`config.mk`:
```
export PLATFORM = sky130hd
export DESIGN_NAME = tcm_timers
export DESIGN_NICKNAME = d
export VERILOG_FILES = /design/src/rtl/tcm_pkg.sv /design/src/rtl/tcm_timers.sv /design/src/rtl/tcm_edge_sync.sv
export VERILOG_INCLUDE_DIRS = /design/src /design/src/rtl
export SDC_FILE = /design/constraint.sdc
export NUM_CORES = 1
export LEC_CHECK = 0
export BUFFER_PORTS_ARGS = -buffer_cell sky130_fd_sc_hd__buf_2
export CAP_MARGIN = 20
export CORE_MARGIN = 2
export CORE_UTILIZATION = 65
export CTS_BUF_LIST = sky130_fd_sc_hd__clkbuf_4 sky130_fd_sc_hd__clkbuf_8
export DETAILED_ROUTE_END_ITERATION = 7
export PLACE_DENSITY = 0.86
export RECOVER_POWER = 100
export SLEW_MARGIN = 5
export SYNTH_ARGS = -nofsm -noshare
export SYNTH_HDL_FRONTEND = slang
export SYNTH_SLANG_ARGS = --single-unit
export TNS_END_PERCENT = 20
```
`constraint.sdc`:
```
create_clock -name CLK_IN -period 5.58 [get_ports CLK_IN]
set_input_delay 0.837 -clock CLK_IN [delete_from_list [all_inputs] [get_ports CLK_IN]]
set_output_delay 0.837 -clock CLK_IN [all_outputs]
set_load 0.05 [all_outputs]
```
`src/rtl/tcm_cfg.svh`:
```
// Purpose: constants of the timer clock and mode block
// Assumes: 32-bit classic Wishbone, byte addresses, one word per register
// Notes: offsets, field positions, reset values and divider counts
//
// Operation
// four timers, each sixteen bits wide
// timers 0/1: 13-bit, 16-bit, 8-bit reload; 0 splits
// timers 2/3: 16-bit reload or two 8-bit reload
// timer 0/1 clock from five sources
// shared prescaled clock, per-timer choice versus system clock
// timers 2/3: sysclk, sysclk/12, external/8
// counter mode counts falling edges on event pin
// events no faster than quarter system clock
// event levels held two system clocks minimum
// timer 3 counts external clock in suspend
// timer 3 overflow wakes device from suspend
// prescale codes: /12, /4, /48, external/8
// sysclk select 1 uses sysclk; ignored counting
// timers 2/3 byte selects: sysclk or own choice
// 13-bit rollover from 1FFF sets overflow flag
// event pins synchronised, falling edge gives one count
`ifndef TCM_CFG_SVH
`define TCM_CFG_SVH

`define TCM_OFS_CKSEL 8'h00
`define TCM_OFS_T01CTL 8'h04
`define TCM_OFS_T0CNT 8'h08
`define TCM_OFS_T1CNT 8'h0C
`define TCM_OFS_T23CTL 8'h10
`define TCM_OFS_T2CNT 8'h14
`define TCM_OFS_T2RLD 8'h18
`define TCM_OFS_T3CNT 8'h1C
`define TCM_OFS_T3RLD 8'h20
`define TCM_OFS_FLAGS 8'h24

// timer_clock_select fields
`define TCM_CK_SCALE_LSB 0
`define TCM_CK_T0SYS 2
`define TCM_CK_T2LSYS 4
`define TCM_CK_T2HSYS 5
// timer 0/1 control: mode pair per timer, then counter and run bits
`define TCM_T01_MODE_LSB 0
`define TCM_T01_CNTR_LSB 4
`define TCM_T01_RUN_LSB 6
// timer 2/3 control: three bits per timer
`define TCM_T23_STRIDE 3
`define TCM_T23_SPLIT 0
`define TCM_T23_RUN 1
`define TCM_T23_XCLK 2
// overflow flags
`define TCM_FL_T0 0
`define TCM_FL_T0H 2
`define TCM_FL_T2L 3
`define TCM_FL_T3L 5
`define TCM_FL_T3H 6

`define TCM_RST_CKSEL 8'h00
`define TCM_RST_T01CTL 8'h00
`define TCM_RST_T23CTL 6'h00
`define TCM_RST_CNT 16'h0000
`define TCM_RST_FLAGS 7'h00

// dividers: terminal counts
`define TCM_DIV12_LAST 4'hB
`define TCM_DIV48_LAST 6'h2F
`define TCM_DIV4_LAST 2'h3
`define TCM_EXT8_LAST 3'h7

`endif

```
`src/rtl/tcm_pkg.sv`:
```
// Purpose: types of the timer clock and mode block
// Assumes: constants come from tcm_cfg.svh
// Notes: encodings match the control fields bit for bit
package tcm_pkg;

    typedef enum logic [1:0] {
        TCM_M13 = 2'b00,
        TCM_M16 = 2'b01,
        TCM_M8AR = 2'b10,
        TCM_MSPLIT = 2'b11
    } tcm_mode_t;

    typedef enum logic [1:0] {
        TCM_SC_DIV12 = 2'b00,
        TCM_SC_DIV4 = 2'b01,
        TCM_SC_DIV48 = 2'b10,
        TCM_SC_EXT8 = 2'b11
    } tcm_scale_t;

endpackage

```
`src/rtl/tcm_timers.sv`:
```
// Purpose: four counter/timers with clock selection and prescaler
// Assumes: classic Wishbone slave, SUSPEND_IN from logic on CLK_IN
// Notes: in suspend only external-clock ticks of timer 3 go on
//
// The placing of the registers and the Wishbone interface to the registers are this design's own decisions.
`include "tcm_cfg.svh"
module tcm_timers import tcm_pkg::*; (
    input wire logic CLK_IN,
    input wire logic RSTN_IN,
    input wire logic WB_CYC_IN,
    input wire logic WB_STB_IN,
    input wire logic WB_WE_IN,
    input wire logic [7:0] WB_ADR_IN,
    input wire logic [3:0] WB_SEL_IN,
    input wire logic [31:0] WB_DAT_IN,
    output logic [31:0] WB_DAT_OUT,
    output logic WB_ACK_OUT,
    input wire logic TIM0_EVENT_PIN_IN,
    input wire logic TIM1_EVENT_PIN_IN,
    input wire logic EXT_OSC_IN,
    input wire logic SUSPEND_IN,
    output logic WAKE_OUT
);

    ////////////////////////////////////////////////////////////////////////
    function automatic logic [31:0] tcm_merge(input logic [31:0] o,
        input logic [31:0] d, input logic [3:0] s);
        logic [31:0] r;
        r = o;
        for (int b = 0; b < 4; b++) begin
            if (s[b]) begin
                r[8*b+:8] = d[8*b+:8];
            end
        end
        return r;
    endfunction

    // returns {high overflow, low overflow, next count}
    function automatic logic [17:0] tcm_t01_step(input tcm_mode_t m,
        input logic [15:0] c, input logic tl, input logic th);
        logic [15:0] n;
        logic [12:0] v;
        logic ol;
        logic oh;
        n = c;
        v = {c[15:8], c[4:0]};
        ol = 1'b0;
        oh = 1'b0;
        case (m)
            TCM_M13: if (tl) begin
                ol = (v == 13'h1FFF);
                v = v + 13'h0001;
                n = {v[12:5], c[7:5], v[4:0]};
            end
            TCM_M16: if (tl) begin
                ol = (c == 16'hFFFF);
                n = c + 16'h0001;
            end
            TCM_M8AR: if (tl) begin
                ol = (c[7:0] == 8'hFF);
                n[7:0] = ol ? c[15:8] : c[7:0] + 8'h01;
            end
            TCM_MSPLIT: begin
                if (tl) begin
                    ol = (c[7:0] == 8'hFF);
                    n[7:0] = c[7:0] + 8'h01;
                end
                if (th) begin
                    oh = (c[15:8] == 8'hFF);
                    n[15:8] = c[15:8] + 8'h01;
                end
            end
            default: n = c;
        endcase
        return {oh, ol, n};
    endfunction

    function automatic logic [17:0] tcm_ar_step(input logic split,
        input logic [15:0] c, input logic [15:0] r, input logic tl,
        input logic th);
        logic [15:0] n;
        logic ol;
        logic oh;
        n = c;
        ol = 1'b0;
        oh = 1'b0;
        if (!split) begin
            if (tl) begin
                ol = (c == 16'hFFFF);
                n = ol ? r : c + 16'h0001;
            end
        end else begin
            if (tl) begin
                ol = (c[7:0] == 8'hFF);
                n[7:0] = ol ? r[7:0] : c[7:0] + 8'h01;
            end
            if (th) begin
                oh = (c[15:8] == 8'hFF);
                n[15:8] = oh ? r[15:8] : c[15:8] + 8'h01;
            end
        end
        return {oh, ol, n};
    endfunction

    ////////////////////////////////////////////////////////////////////////
    logic ack;
    logic [7:0] clk_sel;
    logic [7:0] t01_ctl;
    logic [5:0] t23_ctl;
    logic [6:0] ovf;
    logic [15:0] t01_cnt [2];
    logic [15:0] t23_cnt [2];
    logic [15:0] t23_rld [2];
    logic [3:0] div12;
    logic [5:0] div48;
    logic [2:0] ext8;
    logic [2:0] pin_fall;
    logic [2:0] pin_rise;
    logic [2:0] pins;

    wire logic req = WB_CYC_IN & WB_STB_IN & ~ack;
    wire logic wr = req & WB_WE_IN;
    wire logic [7:0] adr = {WB_ADR_IN[7:2], 2'b00};
    wire logic susp = SUSPEND_IN;
    wire logic sys_ok = ~susp;
    wire logic wr_ck = wr & (adr == `TCM_OFS_CKSEL);
    wire logic wr_t01 = wr & (adr == `TCM_OFS_T01CTL);
    wire logic wr_t23 = wr & (adr == `TCM_OFS_T23CTL);
    wire logic wr_fl = wr & (adr == `TCM_OFS_FLAGS);
    wire logic [1:0] wr_t01cnt = {wr & (adr == `TCM_OFS_T1CNT),
                                  wr & (adr == `TCM_OFS_T0CNT)};
    wire logic [1:0] wr_t23cnt = {wr & (adr == `TCM_OFS_T3CNT),
                                  wr & (adr == `TCM_OFS_T2CNT)};
    wire logic [1:0] wr_t23rld = {wr & (adr == `TCM_OFS_T3RLD),
                                  wr & (adr == `TCM_OFS_T2RLD)};

    ////////////////////////////////////////////////////////////////////////
    // event pins and external oscillator
    assign pins = {EXT_OSC_IN, TIM1_EVENT_PIN_IN, TIM0_EVENT_PIN_IN};
    generate
        for (genvar g = 0; g < 3; g++) begin : g_sync
            tcm_edge_sync u_sync (
                .clk_in(CLK_IN),
                .rstn_in(RSTN_IN),
                .pin_in(pins[g]),
                .fall_out(pin_fall[g]),
                .rise_out(pin_rise[g])
            );
        end
    endgenerate

    // system clock dividers stop with the system clock in suspend
    always_ff @(posedge CLK_IN or negedge RSTN_IN) begin
        if (!RSTN_IN) begin
            div12 <= 4'h0;
            div48 <= 6'h00;
            ext8 <= 3'h0;
        end else begin
            if (sys_ok) begin
                div12 <= (div12 == `TCM_DIV12_LAST) ? 4'h0 : div12 + 4'h1;
                div48 <= (div48 == `TCM_DIV48_LAST) ? 6'h00 : div48 + 6'h01;
            end
            if (pin_rise[2]) begin
                ext8 <= ext8 + 3'h1;
            end
        end
    end

    wire logic tick12 = sys_ok & (div12 == `TCM_DIV12_LAST);
    wire logic tick4 = sys_ok & (div48[1:0] == `TCM_DIV4_LAST);
    wire logic tick48 = sys_ok & (div48 == `TCM_DIV48_LAST);
    wire logic tick_ext = pin_rise[2] & (ext8 == `TCM_EXT8_LAST);
    wire tcm_scale_t scale = tcm_scale_t'(clk_sel[`TCM_CK_SCALE_LSB+:2]);
    wire logic tick_scaled = (scale == TCM_SC_DIV12) ? tick12 :
                             (scale == TCM_SC_DIV4) ? tick4 :
                             (scale == TCM_SC_DIV48) ? tick48 :
                             tick_ext;

    ////////////////////////////////////////////////////////////////////////
    // timers 0 and 1
    logic [1:0] t01_tick;
    logic [1:0] t01_base;
    logic [17:0] t01_nx [2];
    tcm_mode_t t01_mode [2];

    generate
        for (genvar i = 0; i < 2; i++) begin : g_t01
            wire logic run = t01_ctl[`TCM_T01_RUN_LSB+i];
            wire logic cntr = t01_ctl[`TCM_T01_CNTR_LSB+i];
            assign t01_mode[i] = tcm_mode_t'(t01_ctl[2*i+:2]);
            assign t01_base[i] = clk_sel[`TCM_CK_T0SYS+i] ?
                                 sys_ok : tick_scaled;
            assign t01_tick[i] = run & sys_ok &
                                 (cntr ? pin_fall[i] : t01_base[i]);
            // timer 1 halts in split mode; its run bit drives the high byte
            assign t01_nx[i] = tcm_t01_step(t01_mode[i], t01_cnt[i],
                (i == 1 && t01_mode[i] == TCM_MSPLIT) ? 1'b0 : t01_tick[i],
                (i == 0) & t01_ctl[`TCM_T01_RUN_LSB+1] & t01_base[0]
                & sys_ok);
            wire logic [31:0] cnt_wd = tcm_merge({16'h0000, t01_cnt[i]},
                WB_DAT_IN, WB_SEL_IN);
            always_ff @(posedge CLK_IN or negedge RSTN_IN) begin
                if (!RSTN_IN) begin
                    t01_cnt[i] <= `TCM_RST_CNT;
                end else if (wr_t01cnt[i]) begin
                    t01_cnt[i] <= cnt_wd[15:0];
                end else begin
                    t01_cnt[i] <= t01_nx[i][15:0];
                end
            end
        end
    endgenerate

    ////////////////////////////////////////////////////////////////////////
    // timers 2 and 3
    logic [1:0] t23_tlo;
    logic [1:0] t23_thi;
    logic [17:0] t23_nx [2];

    generate
        for (genvar i = 0; i < 2; i++) begin : g_t23
            localparam int B = `TCM_T23_STRIDE * i;
            wire logic run = t23_ctl[B+`TCM_T23_RUN];
            wire logic split = t23_ctl[B+`TCM_T23_SPLIT];
            wire logic base = t23_ctl[B+`TCM_T23_XCLK] ?
                              tick_ext : tick12;
            // only the external clock keeps timer 3 going in suspend
            wire logic base_ok = base & ((i == 1) | sys_ok);
            assign t23_tlo[i] = run & (clk_sel[`TCM_CK_T2LSYS+2*i] ?
                                sys_ok : base_ok);
            assign t23_thi[i] = run & split &
                (clk_sel[`TCM_CK_T2HSYS+2*i] ? sys_ok : base_ok);
            assign t23_nx[i] = tcm_ar_step(split, t23_cnt[i], t23_rld[i],
                                           t23_tlo[i], t23_thi[i]);
            wire logic [31:0] cnt_wd = tcm_merge({16'h0000, t23_cnt[i]},
                WB_DAT_IN, WB_SEL_IN);
            wire logic [31:0] rld_wd = tcm_merge({16'h0000, t23_rld[i]},
                WB_DAT_IN, WB_SEL_IN);
            always_ff @(posedge CLK_IN or negedge RSTN_IN) begin
                if (!RSTN_IN) begin
                    t23_cnt[i] <= `TCM_RST_CNT;
                    t23_rld[i] <= `TCM_RST_CNT;
                end else begin
                    if (wr_t23cnt[i]) begin
                        t23_cnt[i] <= cnt_wd[15:0];
                    end else begin
                        t23_cnt[i] <= t23_nx[i][15:0];
                    end
                    if (wr_t23rld[i]) begin
                        t23_rld[i] <= rld_wd[15:0];
                    end
                end
            end
        end
    endgenerate

    ////////////////////////////////////////////////////////////////////////
    // flags: write one clears, a set in the same cycle wins
    wire logic [6:0] ovf_set = {t23_nx[1][17:16], t23_nx[0][17:16],
                                t01_nx[0][17], t01_nx[1][16], t01_nx[0][16]};
    wire logic [6:0] ovf_clr = wr_fl & WB_SEL_IN[0] ? WB_DAT_IN[6:0] : 7'h00;
    wire logic [6:0] next_ovf = (ovf & ~ovf_clr) | ovf_set;
    wire logic [31:0] rd_data =
        (adr == `TCM_OFS_CKSEL) ? {24'h000000, clk_sel} :
        (adr == `TCM_OFS_T01CTL) ? {24'h000000, t01_ctl} :
        (adr == `TCM_OFS_T0CNT) ? {16'h0000, t01_cnt[0]} :
        (adr == `TCM_OFS_T1CNT) ? {16'h0000, t01_cnt[1]} :
        (adr == `TCM_OFS_T23CTL) ? {26'h0000000, t23_ctl} :
        (adr == `TCM_OFS_T2CNT) ? {16'h0000, t23_cnt[0]} :
        (adr == `TCM_OFS_T2RLD) ? {16'h0000, t23_rld[0]} :
        (adr == `TCM_OFS_T3CNT) ? {16'h0000, t23_cnt[1]} :
        (adr == `TCM_OFS_T3RLD) ? {16'h0000, t23_rld[1]} :
        (adr == `TCM_OFS_FLAGS) ? {25'h0000000, ovf} : 32'h00000000;

    always_ff @(posedge CLK_IN or negedge RSTN_IN) begin
        if (!RSTN_IN) begin
            ack <= 1'b0;
            WB_DAT_OUT <= 32'h00000000;
            clk_sel <= `TCM_RST_CKSEL;
            t01_ctl <= `TCM_RST_T01CTL;
            t23_ctl <= `TCM_RST_T23CTL;
            ovf <= `TCM_RST_FLAGS;
            WAKE_OUT <= 1'b0;
        end else begin
            ack <= req;
            WB_DAT_OUT <= req ? rd_data : 32'h00000000;
            if (wr_ck && WB_SEL_IN[0]) begin
                clk_sel <= WB_DAT_IN[7:0];
            end
            if (wr_t01 && WB_SEL_IN[0]) begin
                t01_ctl <= WB_DAT_IN[7:0];
            end
            if (wr_t23 && WB_SEL_IN[0]) begin
                t23_ctl <= WB_DAT_IN[5:0];
            end
            ovf <= next_ovf;
            WAKE_OUT <= susp & (next_ovf[`TCM_FL_T3L] |
                                next_ovf[`TCM_FL_T3H]);
        end
    end
    assign WB_ACK_OUT = ack;
endmodule // tcm_timers

```
`src/rtl/tcm_edge_sync.sv`:
```
// Purpose: pin synchroniser with edge pulses
// Assumes: pin is asynchronous to clk_in
// Notes: pulses are one clk_in cycle, one to two cycles after the pin
module tcm_edge_sync (
    input wire logic clk_in,
    input wire logic rstn_in,
    input wire logic pin_in,
    output logic fall_out,
    output logic rise_out
);

    logic meta;
    logic sync;
    logic prev;

    // levels shorter than two clocks may be missed
    always_ff @(posedge clk_in or negedge rstn_in) begin
        if (!rstn_in) begin
            meta <= 1'b0;
            sync <= 1'b0;
            prev <= 1'b0;
        end else begin
            meta <= pin_in;
            sync <= meta;
            prev <= sync;
        end
    end

    assign fall_out = prev & ~sync;
    assign rise_out = sync & ~prev;

endmodule // tcm_edge_sync

```
# Yosys cells after proc, flatten, opt, wreduce, memory -nomap -nowiden
# Index checks and enable logic that the tools add are counted.
op_classes:
  n_eq_ne: 55
  n_addsub: 16
  mux: 83
  bitwise: 44
  n_reduce_logical: 29
op_table:
  columns: ["op", "count"]
  rows:
  - ["$mux 16", 24]
  - ["$mux 8", 17]
  - ["$add 16x1->16 const B", 4]
  - ["$eq 16x16->1 const B", 4]
  - ["$pmux 8 s4", 2]
  - ["$add 8x1->8 const B", 7]
  - ["$eq 8x8->1 const B", 7]
  - ["$and 1x1->1", 35]
  - ["$mux 1", 32]
  - ["$add 13x1->13 const B", 2]
  - ["$eq 13x13->1 const B", 2]
  - ["$reduce_and 5->1", 5]
  - ["$eq 6x3->1 const B", 4]
  - ["$ne 3x3->1 const B", 8]
  - ["$pmux 8 s3", 1]
  - ["$ne 2x2->1 const B", 10]
  - ["$pmux 8 s2", 1]
  - ["$mux 7", 2]
  - ["$eq 2x2->1 const B", 6]
  - ["$eq 6x2->1 const B", 2]
  - ["$eq 6x4->1 const B", 2]
  - ["$reduce_and 2->1", 6]
  - ["$reduce_bool 3->1", 3]
  - ["$logic_not 8->1", 1]
  - ["25 further kinds", 40]
totals:
  elab_cells: 260
  inputBits: 53
  regBits: 165
  output_inout_bits: 34

# Logic depth before layout (Yosys ltp)
# Gate-level depths: netlist of the first run.
depth:
  depth_word: 15
  ltp_mapped: 9
  mapped_depth_nobuf: 8

# Cells and area by module
# A second synthesis of the first run with hierarchy kept.
hier_totals:
  hier_cells: 1136
  area_unflattened_um2: 10322.4
modules_own_cells:
  columns: ["module", "cells_per_inst", "area_each_um2", "instances", "seq_area_each_um2"]
  rows:
  - ["tcm_timers", 1121, 10052.1, 1, 3903.7]
  - ["tcm_edge_sync", 5, 90.1, 3, 75.1]

# Worst setup path before layout of the first run
# OpenSTA, ideal clock, no wires.
synth_path:
  path_type: "input-to-reg"
  start: "input port WB_ADR_IN[4]"
  end: "register t23_cnt[24] (netlist bit)"
  t_arrival_ns: 2.635
  setup_ns: 0.125
  n_path_buf: 2
  stages: 7
  t_required_ns: 5.455
  slack_ns: 2.821
  cell_sequence: "buf_4 -> or4b_1 -> buf_6 -> nor3_4 -> a311oi_1 -> nor2_2 -> mux2_2"
synth_via:
  elab_chain_len: 4
  elab_cells_between_ends: 7
  classes_between: "3 x eq/ne; 1 x mux; 1 x bitwise; 2 x reduce/logical"
synth_rtl:
  columns: ["item", "line", "source"]
  rows:
  - ["start: declaration", "tcm_timers.sv:13", "input wire logic [7:0] WB_ADR_IN,"]
  - ["$eq 6x3->1 (no line) (*)", null, null]
  - ["$and 1x1->1 (*)", "tcm_timers.sv:133", "wr & (adr == `TCM_OFS_T2CNT)};"]
  - ["$ne 3x1->1 (no line) (tied with other cells)", null, null]
  - ["$reduce_and 3->1 (no line)", null, null]
  - ["end signal: indexed assignment", "tcm_timers.sv:241", "t23_cnt[i] <= `TCM_RST_CNT;"]
  - ["end signal: indexed assignment", "tcm_timers.sv:245", "t23_cnt[i] <= cnt_wd[15:0];"]
  - ["end signal: indexed assignment", "tcm_timers.sv:247", "t23_cnt[i] <= t23_nx[i][15:0];"]
  - ["end: declaration", "tcm_timers.sv:112", "logic [15:0] t23_cnt [2];"]
# Mark *: on every way between the ends. The rest lies on a longest branch, timed or not.
# A chain may end at the register's enable or synchronous reset.

# Final worst setup path of the first run
layout_path:
  start: "input port WB_ADR_IN[4]"
  end: "register t23_cnt[10] (netlist bit)"
layout_via:
  elab_chain_len: 4
  elab_cells_between_ends: 7
  classes_between: "3 x eq/ne; 1 x mux; 1 x bitwise; 2 x reduce/logical"
layout_rtl:
  columns: ["item", "line", "source"]
  rows:
  - ["$eq 6x3->1 (no line) (*)", null, null]
  - ["$and 1x1->1 (*)", "tcm_timers.sv:132", "wire logic [1:0] wr_t23cnt = {wr & (adr == `TCM_OFS_T3CNT),"]
  - ["$ne 3x1->1 (no line) (tied with other cells)", null, null]
  - ["$reduce_and 3->1 (no line)", null, null]
# Marks and branches as above.

==> results of run 1 <==
## logic make-up (layout without fill, tap and decap cells)
family                   count (synthesis)  count (layout)  share of synthesized area
XOR/XNOR                                32              32                    0.02679
adder cells (fa/ha/maj)                 11              11                    0.01316
flip-flops                             165             165                     0.3947
AND/OR/NAND/NOR                        373             373                     0.1771
other                                    1              16                  0.0003585
AO/OA/AOI/OAI                          372             372                     0.2398
buffers and inverters                  111             117                    0.04999
multiplexers                            89              89                    0.09807
## per-layer routing
metal,GRT usage,vias to the layer above,part of all wire
met5,0,-,0
met4,0.1439,0,0.042
met3,0.08469,125,0.10
met2,0.5999,637,0.46
met1,0.5265,4651,0.40
li1,-,4313,-
## flip-flops by register name, summed over array words and instances (netlist names), 7 cells and up
| signal | count |
|---|---|
| t01_ctl | 8 |
| t01_cnt | 32 |
| t23_rld | 32 |
| ovf | 7 |
| clk_sel | 8 |
| WB_DAT_OUT | 16 |
| t23_cnt | 32 |
## report_power, final
| part | leakage, nW | internal, mW | switching [mW] | total (mW) |
|---|---|---|---|---|
| sequential | 2.22 | 1.27 | 0.0891 | 1.36 |
| clock | 0.198 | 0.337 | 0.544 | 0.881 |
| combinational | 2.21 | 0.134 | 0.222 | 0.356 |
| total | 4.62 | 1.74 | 0.855 | 2.60 |
## critical path, delay by kind of cell
| kind | cells | cell delay, ps |
|---|---|---|
| buf+inv | 1 | 590 |
| compound gates | 3 | 1910 |
| simple gates | 2 | 1400 |
## through the flow
stage                     total power, mW  std cells  hold WS, ps
final                               2.596       1391        366.2
after detailed placement            1.736       1358        344.9
after floorplan                     1.609       1169        331.2
after CTS                           2.595       1390        253.2
after global routing                2.694       1391        368.8
after global placement              1.708       1358        331.5
## final timing paths
| check | startpoint | to | slack [ps] | cells past startpoint |
|---|---|---|---|---|
| hold reg to reg | g_sync[0].u_sync.meta | g_sync[0].u_sync.sync | 370 | 0 |
| max in group asynchronous | RSTN_IN | t23_cnt[12] | 2210 | 2 |
| setup / recovery | WB_ADR_IN[4] | t23_cnt[10] | 1210 | 6 |
| min in group asynchronous | RSTN_IN | t23_rld[20] | 1080 | 1 |
| setup reg to reg | ext8[0] | t01_cnt[25] | 1870 | 8 |
| hold / removal | g_sync[0].u_sync.meta | g_sync[0].u_sync.sync | 370 | 0 |
## layout make-up
cell class / count / area [µm²]
clock buffers: 17 / 234.0
fillers: 1256 / 4865
flip-flops and latches: 165 / 4129
well taps: 216 / 270.3
multi-input cells: 893 / 5804
repair buffers: 58 / 272.8
clock inverters: 15 / 151.4
inverters: 27 / 101.3
## cell usage in the layout (no fill, tap or decap), types with 17 or more instances in the layout
cell and count:
dfrtp_1 165, nand2_1 116, a21oi_1 96, nor2_1 95, o21ai_0 78, mux2_2 66
nand3_1 36, buf_2 28, inv_1 26, nor3_1 25, a221oi_1 24, clkbuf_1 24
a211oi_1 23, xor2_1 18, mux2i_1 17, clkbuf_8 17
==> impl_metrics.py, run 1 <==
metrics = {
    "outcome": {
        "outcome": "finished, violations left",
        "violations": "capacitance limit, slew limit",
    },
    "setup_path": {
        "start_kind": "input pin",
        "critPathMaxFanout": 19,
        "critPathCaptureType": "register",
        "crit_chain": "clkbuf_1 -> or4b_1 -> or3_1 -> a31oi_1 -> o21ai_0 -> a22o_1",
        "critPathSlowestCell": "a31oi_1",
        "required_ps": 5950,
        "path_class": "in -> reg",
        "critical_path.max_stage_delay_ps": 1090,
        "crit_arrival_ps": 4740,
    },
    "timing": {
        "fin_tns_setup_ps": 0,
        "worst_pin_slew_ps": 2444,
        "layout_setup_ws_ps": 1211,
        "timing.fmax_mhz": 228.9,
        "slew_headroom": -0.6293,
        "finalCriticalPeriod_ps": 4369,
        "rsz0062_at_grt": "no",
        "post-route-period-util": 0.7831,
        "finalSetupViolations": 0,
        "finalMaxSlewViolations": 45,
        "hold_viol": 0,
        "finalClockSkew_ps": 15.97,
    },
    "synthesis": {
        "seq_area_frac_synth": 0.3947,
        "async_flop_share": 1.000,
        "synth.area.top_cells": "dfrtp_1 39%, mux2_2 7.1%, a21oi_1 4.5%, nand2_1 4.2%, o21ai_0 3.6%",
        "synth_warnings": 0,
        "ys_types": 89,
        "synth_most_common_cell": "dfrtp_1",
        "synth_top_area_cell": "dfrtp_1",
        "synth.top_cell.area_share": 0.3947,
        "synth_flop_cell": "dfrtp_1",
        "synth-edff-count": 0,
        "avgSynthCellArea_um2": 9.065,
        "ys_ff_latch": 165,
        "syn_area_mm2": 0.01046,
        "synthTopCellsByCount": "165 x dfrtp_1, 116 x nand2_1, 94 x a21oi_1, 94 x nor2_1, 76 x o21ai_0",
        "syn_inst": 1154,
    },
    "placed_design": {
        "placed_cell_area_mm2": 0.01068,
        "post-place-ws_ps": 1778,
        "io_buffer_count": 50,
        "dp_hpwl_um": 22520,
        "routabilityCongestion": 1.025,
    },
    "floorplanning": {
        "rows": 46,
        "dieWidth_um": 130.9,
        "io_pins": 87,
        "core_area_mm2": 0.01583,
        "dieArea_mm2": 0.01713,
        "initial_utilization": 0.6609,
        "die_h_um": 130.9,
    },
    "finish": {
        "final_cell_area_mm2": 0.01096,
        "diodes": 0,
        "area_delta_synth_final_pct": 4.796,
        "layout-drive-gt1-share": 0.1302,
        "fin_util": 0.6926,
        "nets": 1226,
    },
    "clocking": {
        "cts_tree": "done",
        "cts_buffer_depth": 2,
        "clk_pin_slew_worst_paths_ps": 110,
        "htree_num_levels": 4,
        "hold_buffers": 0,
        "cts_sinks": 165,
        "clk_latency_ps": 490,
        "post_cts.repair.setup_buffers": 0,
        "tritoncts.num_buffers": 17,
        "cts_resized": 0,
        "root_buffer": "clkbuf_8",
    },
    "drt": {
        "via_per_inst": 6.992,
        "detail_route.wl_per_cell_um": 22.46,
        "drtIter0Drc": 1669,
        "vias": 9726,
        "routed_wl_um": 31240,
        "drc": 0,
        "ant_nets": 0,
        "drt_pass1_iterations": 7,
    },
    "global_route": {
        "grt_pass1_wl_um": 49800,
        "grt_usage": 0.3830,
        "antenna_found_initial": 0,
        "gr-total-overflow": 0,
        "grt_pass1_vias": 9122,
        "grt_start_max_net_pins": 74,
    },
    "power_and_ir_drop": {
        "pwr_density_cell_mw_per_mm2": 236.8,
        "ir_drop_mv": 0.2499,
        "leakage_nw": 4.624,
    },
    "flow_run": {
        "max_cap_viol_count": 1,
    },
    "worst_hold_path": {
        "hp-class": "reg -> reg",
    },
}
Power figures use the tool's default switching activity.
==> run 2: changes to the inputs <==
Settings changed: CORE_UTILIZATION 65 to 63, PLACE_DENSITY 0.86 to 0.83.
Clock period 5.58 ns to 4.15 ns, I/O delays scaled along.
==> run 2 against run 1 <==
Effect of this change: the flow still finishes with violations (capacitance limit, slew limit); worst hold slack lost 130 ps; clock power grew 31%; utilization shrank 1.8 points; sequential share of layout area shrank 0.37 points; via count grew 1.7%; combinational power grew 37%; clock-buffer cell count grew 1; first-iteration DRC count shrank 17%; wire length grew 2.7%; power grew 33%; critical path depth is the same; global-route usage shrank 1.3 points.
==> impl_metrics.py, run 2 (synthesized netlist as in run 1, its figures left out) <==
metrics = {
    "power_and_ir_drop": {
        "pwr_density_cell_mw_per_mm2": 312.2,
        "combPwrFrac": 0.140,
        "leakage_nw": 4.685,
        "sequentialPowerShare": 0.528,
        "clkPwrFrac": 0.332,
        "p_int_mw": 2.343,
        "ir_drop_mv": 0.3305,
        "swShare": 0.3222,
        "switchingPower_mw": 1.114,
    },
    "clocking": {
        "tritoncts.num_buffers": 17,
        "cts_sinks": 165,
        "hold_buffers": 0,
        "cts_buffer_depth": 2,
        "clk_pin_slew_worst_paths_ps": 100,
        "post_cts.repair.setup_buffers": 0,
        "cts_tree": "done",
        "htree_num_levels": 4,
        "cts_resized": 0,
        "clk_latency_ps": 490,
        "root_buffer": "clkbuf_8",
    },
    "setup_path": {
        "critPathSlowestCell": "nor2_1",
        "required_ps": 4520,
        "start_kind": "input pin",
        "critPathMaxFanout": 19,
        "crit_chain": "buf_2 -> or4b_1 -> nor2_1 -> and2_0 -> nor2_1 -> a221o_1",
        "crit_arrival_ps": 3800,
        "critPathCaptureType": "register",
        "crit_top_cell": "nor2_1",
        "path_class": "in -> reg",
        "critical_path.max_stage_delay_ps": 1050,
    },
    "outcome": {
        "violations": "capacitance limit, slew limit",
        "outcome": "finished, violations left",
    },
    "floorplanning": {
        "io_pins": 87,
        "die_h_um": 132.9,
        "dieArea_mm2": 0.01765,
        "rows": 47,
        "dieWidth_um": 132.9,
        "core_area_mm2": 0.01641,
        "initial_utilization": 0.6376,
    },
    "placed_design": {
        "placed_cell_area_mm2": 0.01079,
        "dp_hpwl_um": 23100,
        "dpl.cell_count": 1376,
        "io_buffer_count": 50,
        "routabilityCongestion": 1.041,
    },
    "timing": {
        "finalMaxSlewViolations": 97,
        "finalSetupViolations": 0,
        "hold_viol": 0,
        "slew_headroom": -0.6581,
        "finalClockSkew_ps": 19.48,
        "rsz0062_at_grt": "no",
        "post-route-period-util": 0.8266,
        "timing.fmax_mhz": 291.5,
        "fin_tns_setup_ps": 0,
        "fin_hold_ws_ps": 233.2,
        "worst_pin_slew_ps": 2487,
        "finalCriticalPeriod_ps": 3430,
    },
    "finish": {
        "fillers": 1359,
        "mostFrequentLayoutCell": "dfrtp_1",
        "reg_top3": "t01_cnt (32), t23_cnt (32), t23_rld (32)",
        "final_cell_mix": "165 x dfrtp_1, 116 x nand2_1, 96 x nor2_1, 96 x a21oi_1, 77 x o21ai_0",
        "final_cell_area_mm2": 0.01107,
        "fin_util": 0.6749,
        "diodes": 0,
        "layout.cells.non_filler": 1408,
        "nets": 1239,
        "area_delta_synth_final_pct": 5.848,
        "layout-drive-gt1-share": 0.1423,
    },
    "global_route": {
        "gr-total-overflow": 0,
        "grt_usage": 0.3699,
        "grt_pass1_wl_um": 50550,
        "grt_pass1_vias": 9032,
        "antenna_found_initial": 1,
        "grt_start_max_net_pins": 97,
    },
    "drt": {
        "detail_route.wl_per_cell_um": 22.79,
        "via_per_inst": 7.022,
        "vias": 9887,
        "drt_pass1_iterations": 6,
        "drtIter0Drc": 1391,
        "drc": 0,
        "routed_wl_um": 32080,
        "ant_nets": 0,
    },
    "flow_run": {
        "max_cap_viol_count": 1,
    },
    "worst_hold_path": {
        "hp-class": "in -> reg",
    },
}
[run 2: through the flow]
step                total power [mW]  setup slack [ps]
floorplan                      2.164              1605
global placement               2.308             953.7
detailed placement             2.334             952.0
CTS                            3.458              1308
global route                   3.584             616.6
finish                         3.457             719.8
[run 2: layer usage]
metal	share of wire	GRT usage	up-vias
li1	-	-	4339
met1	0.40	0.5146	4773
met2	0.46	0.5783	664
met3	0.11	0.07625	109
met4	0.035	0.1320	2
met5	0.00041	0	-
[run 2: layout make-up]
cell class / instances / area, µm² / share of cell area
tap: 220 / 275.3 / 0.02486
clock buffer: 18 / 241.5 / 0.02181
inverter: 27 / 101.3 / 0.009153
timing repair buffer: 71 / 369.1 / 0.03333
sequential: 165 / 4129 / 0.3729
clock inverter: 14 / 136.4 / 0.01232
multi-input combinational: 893 / 5821 / 0.5257
[run 2: final timing paths]
kind,slack [ps],startpoint,depth (start not counted),endpoint
worst max-delay path,720,WB_ADR_IN[4],6,t23_cnt[21]
worst min-delay path,230,TIM1_EVENT_PIN_IN,1,g_sync[1].u_sync.meta
worst max register to register,820,div12[0],8,t23_cnt[4]
worst min register to register,370,g_sync[2].u_sync.meta,0,g_sync[2].u_sync.sync
max in group asynchronous,1800,RSTN_IN,1,t01_cnt[15]
min in group asynchronous,890,RSTN_IN,1,t23_ctl[0]
[run 2: critical path, delay by kind of cell]
kind / cells / cell delay (ps)
compound gates: 1 / 340
buf+inv: 1 / 300
simple gates: 4 / 2520
[run 2: power groups by stage]
stage                     combinational (mW)  clock, mW  sequential, mW
after floorplan                        0.349          0            1.82
after global placement                 0.462          0            1.85
after detailed placement               0.481          0            1.85
after CTS                              0.483       1.15            1.82
after global routing                   0.537       1.21            1.84
final                                  0.486       1.15            1.83
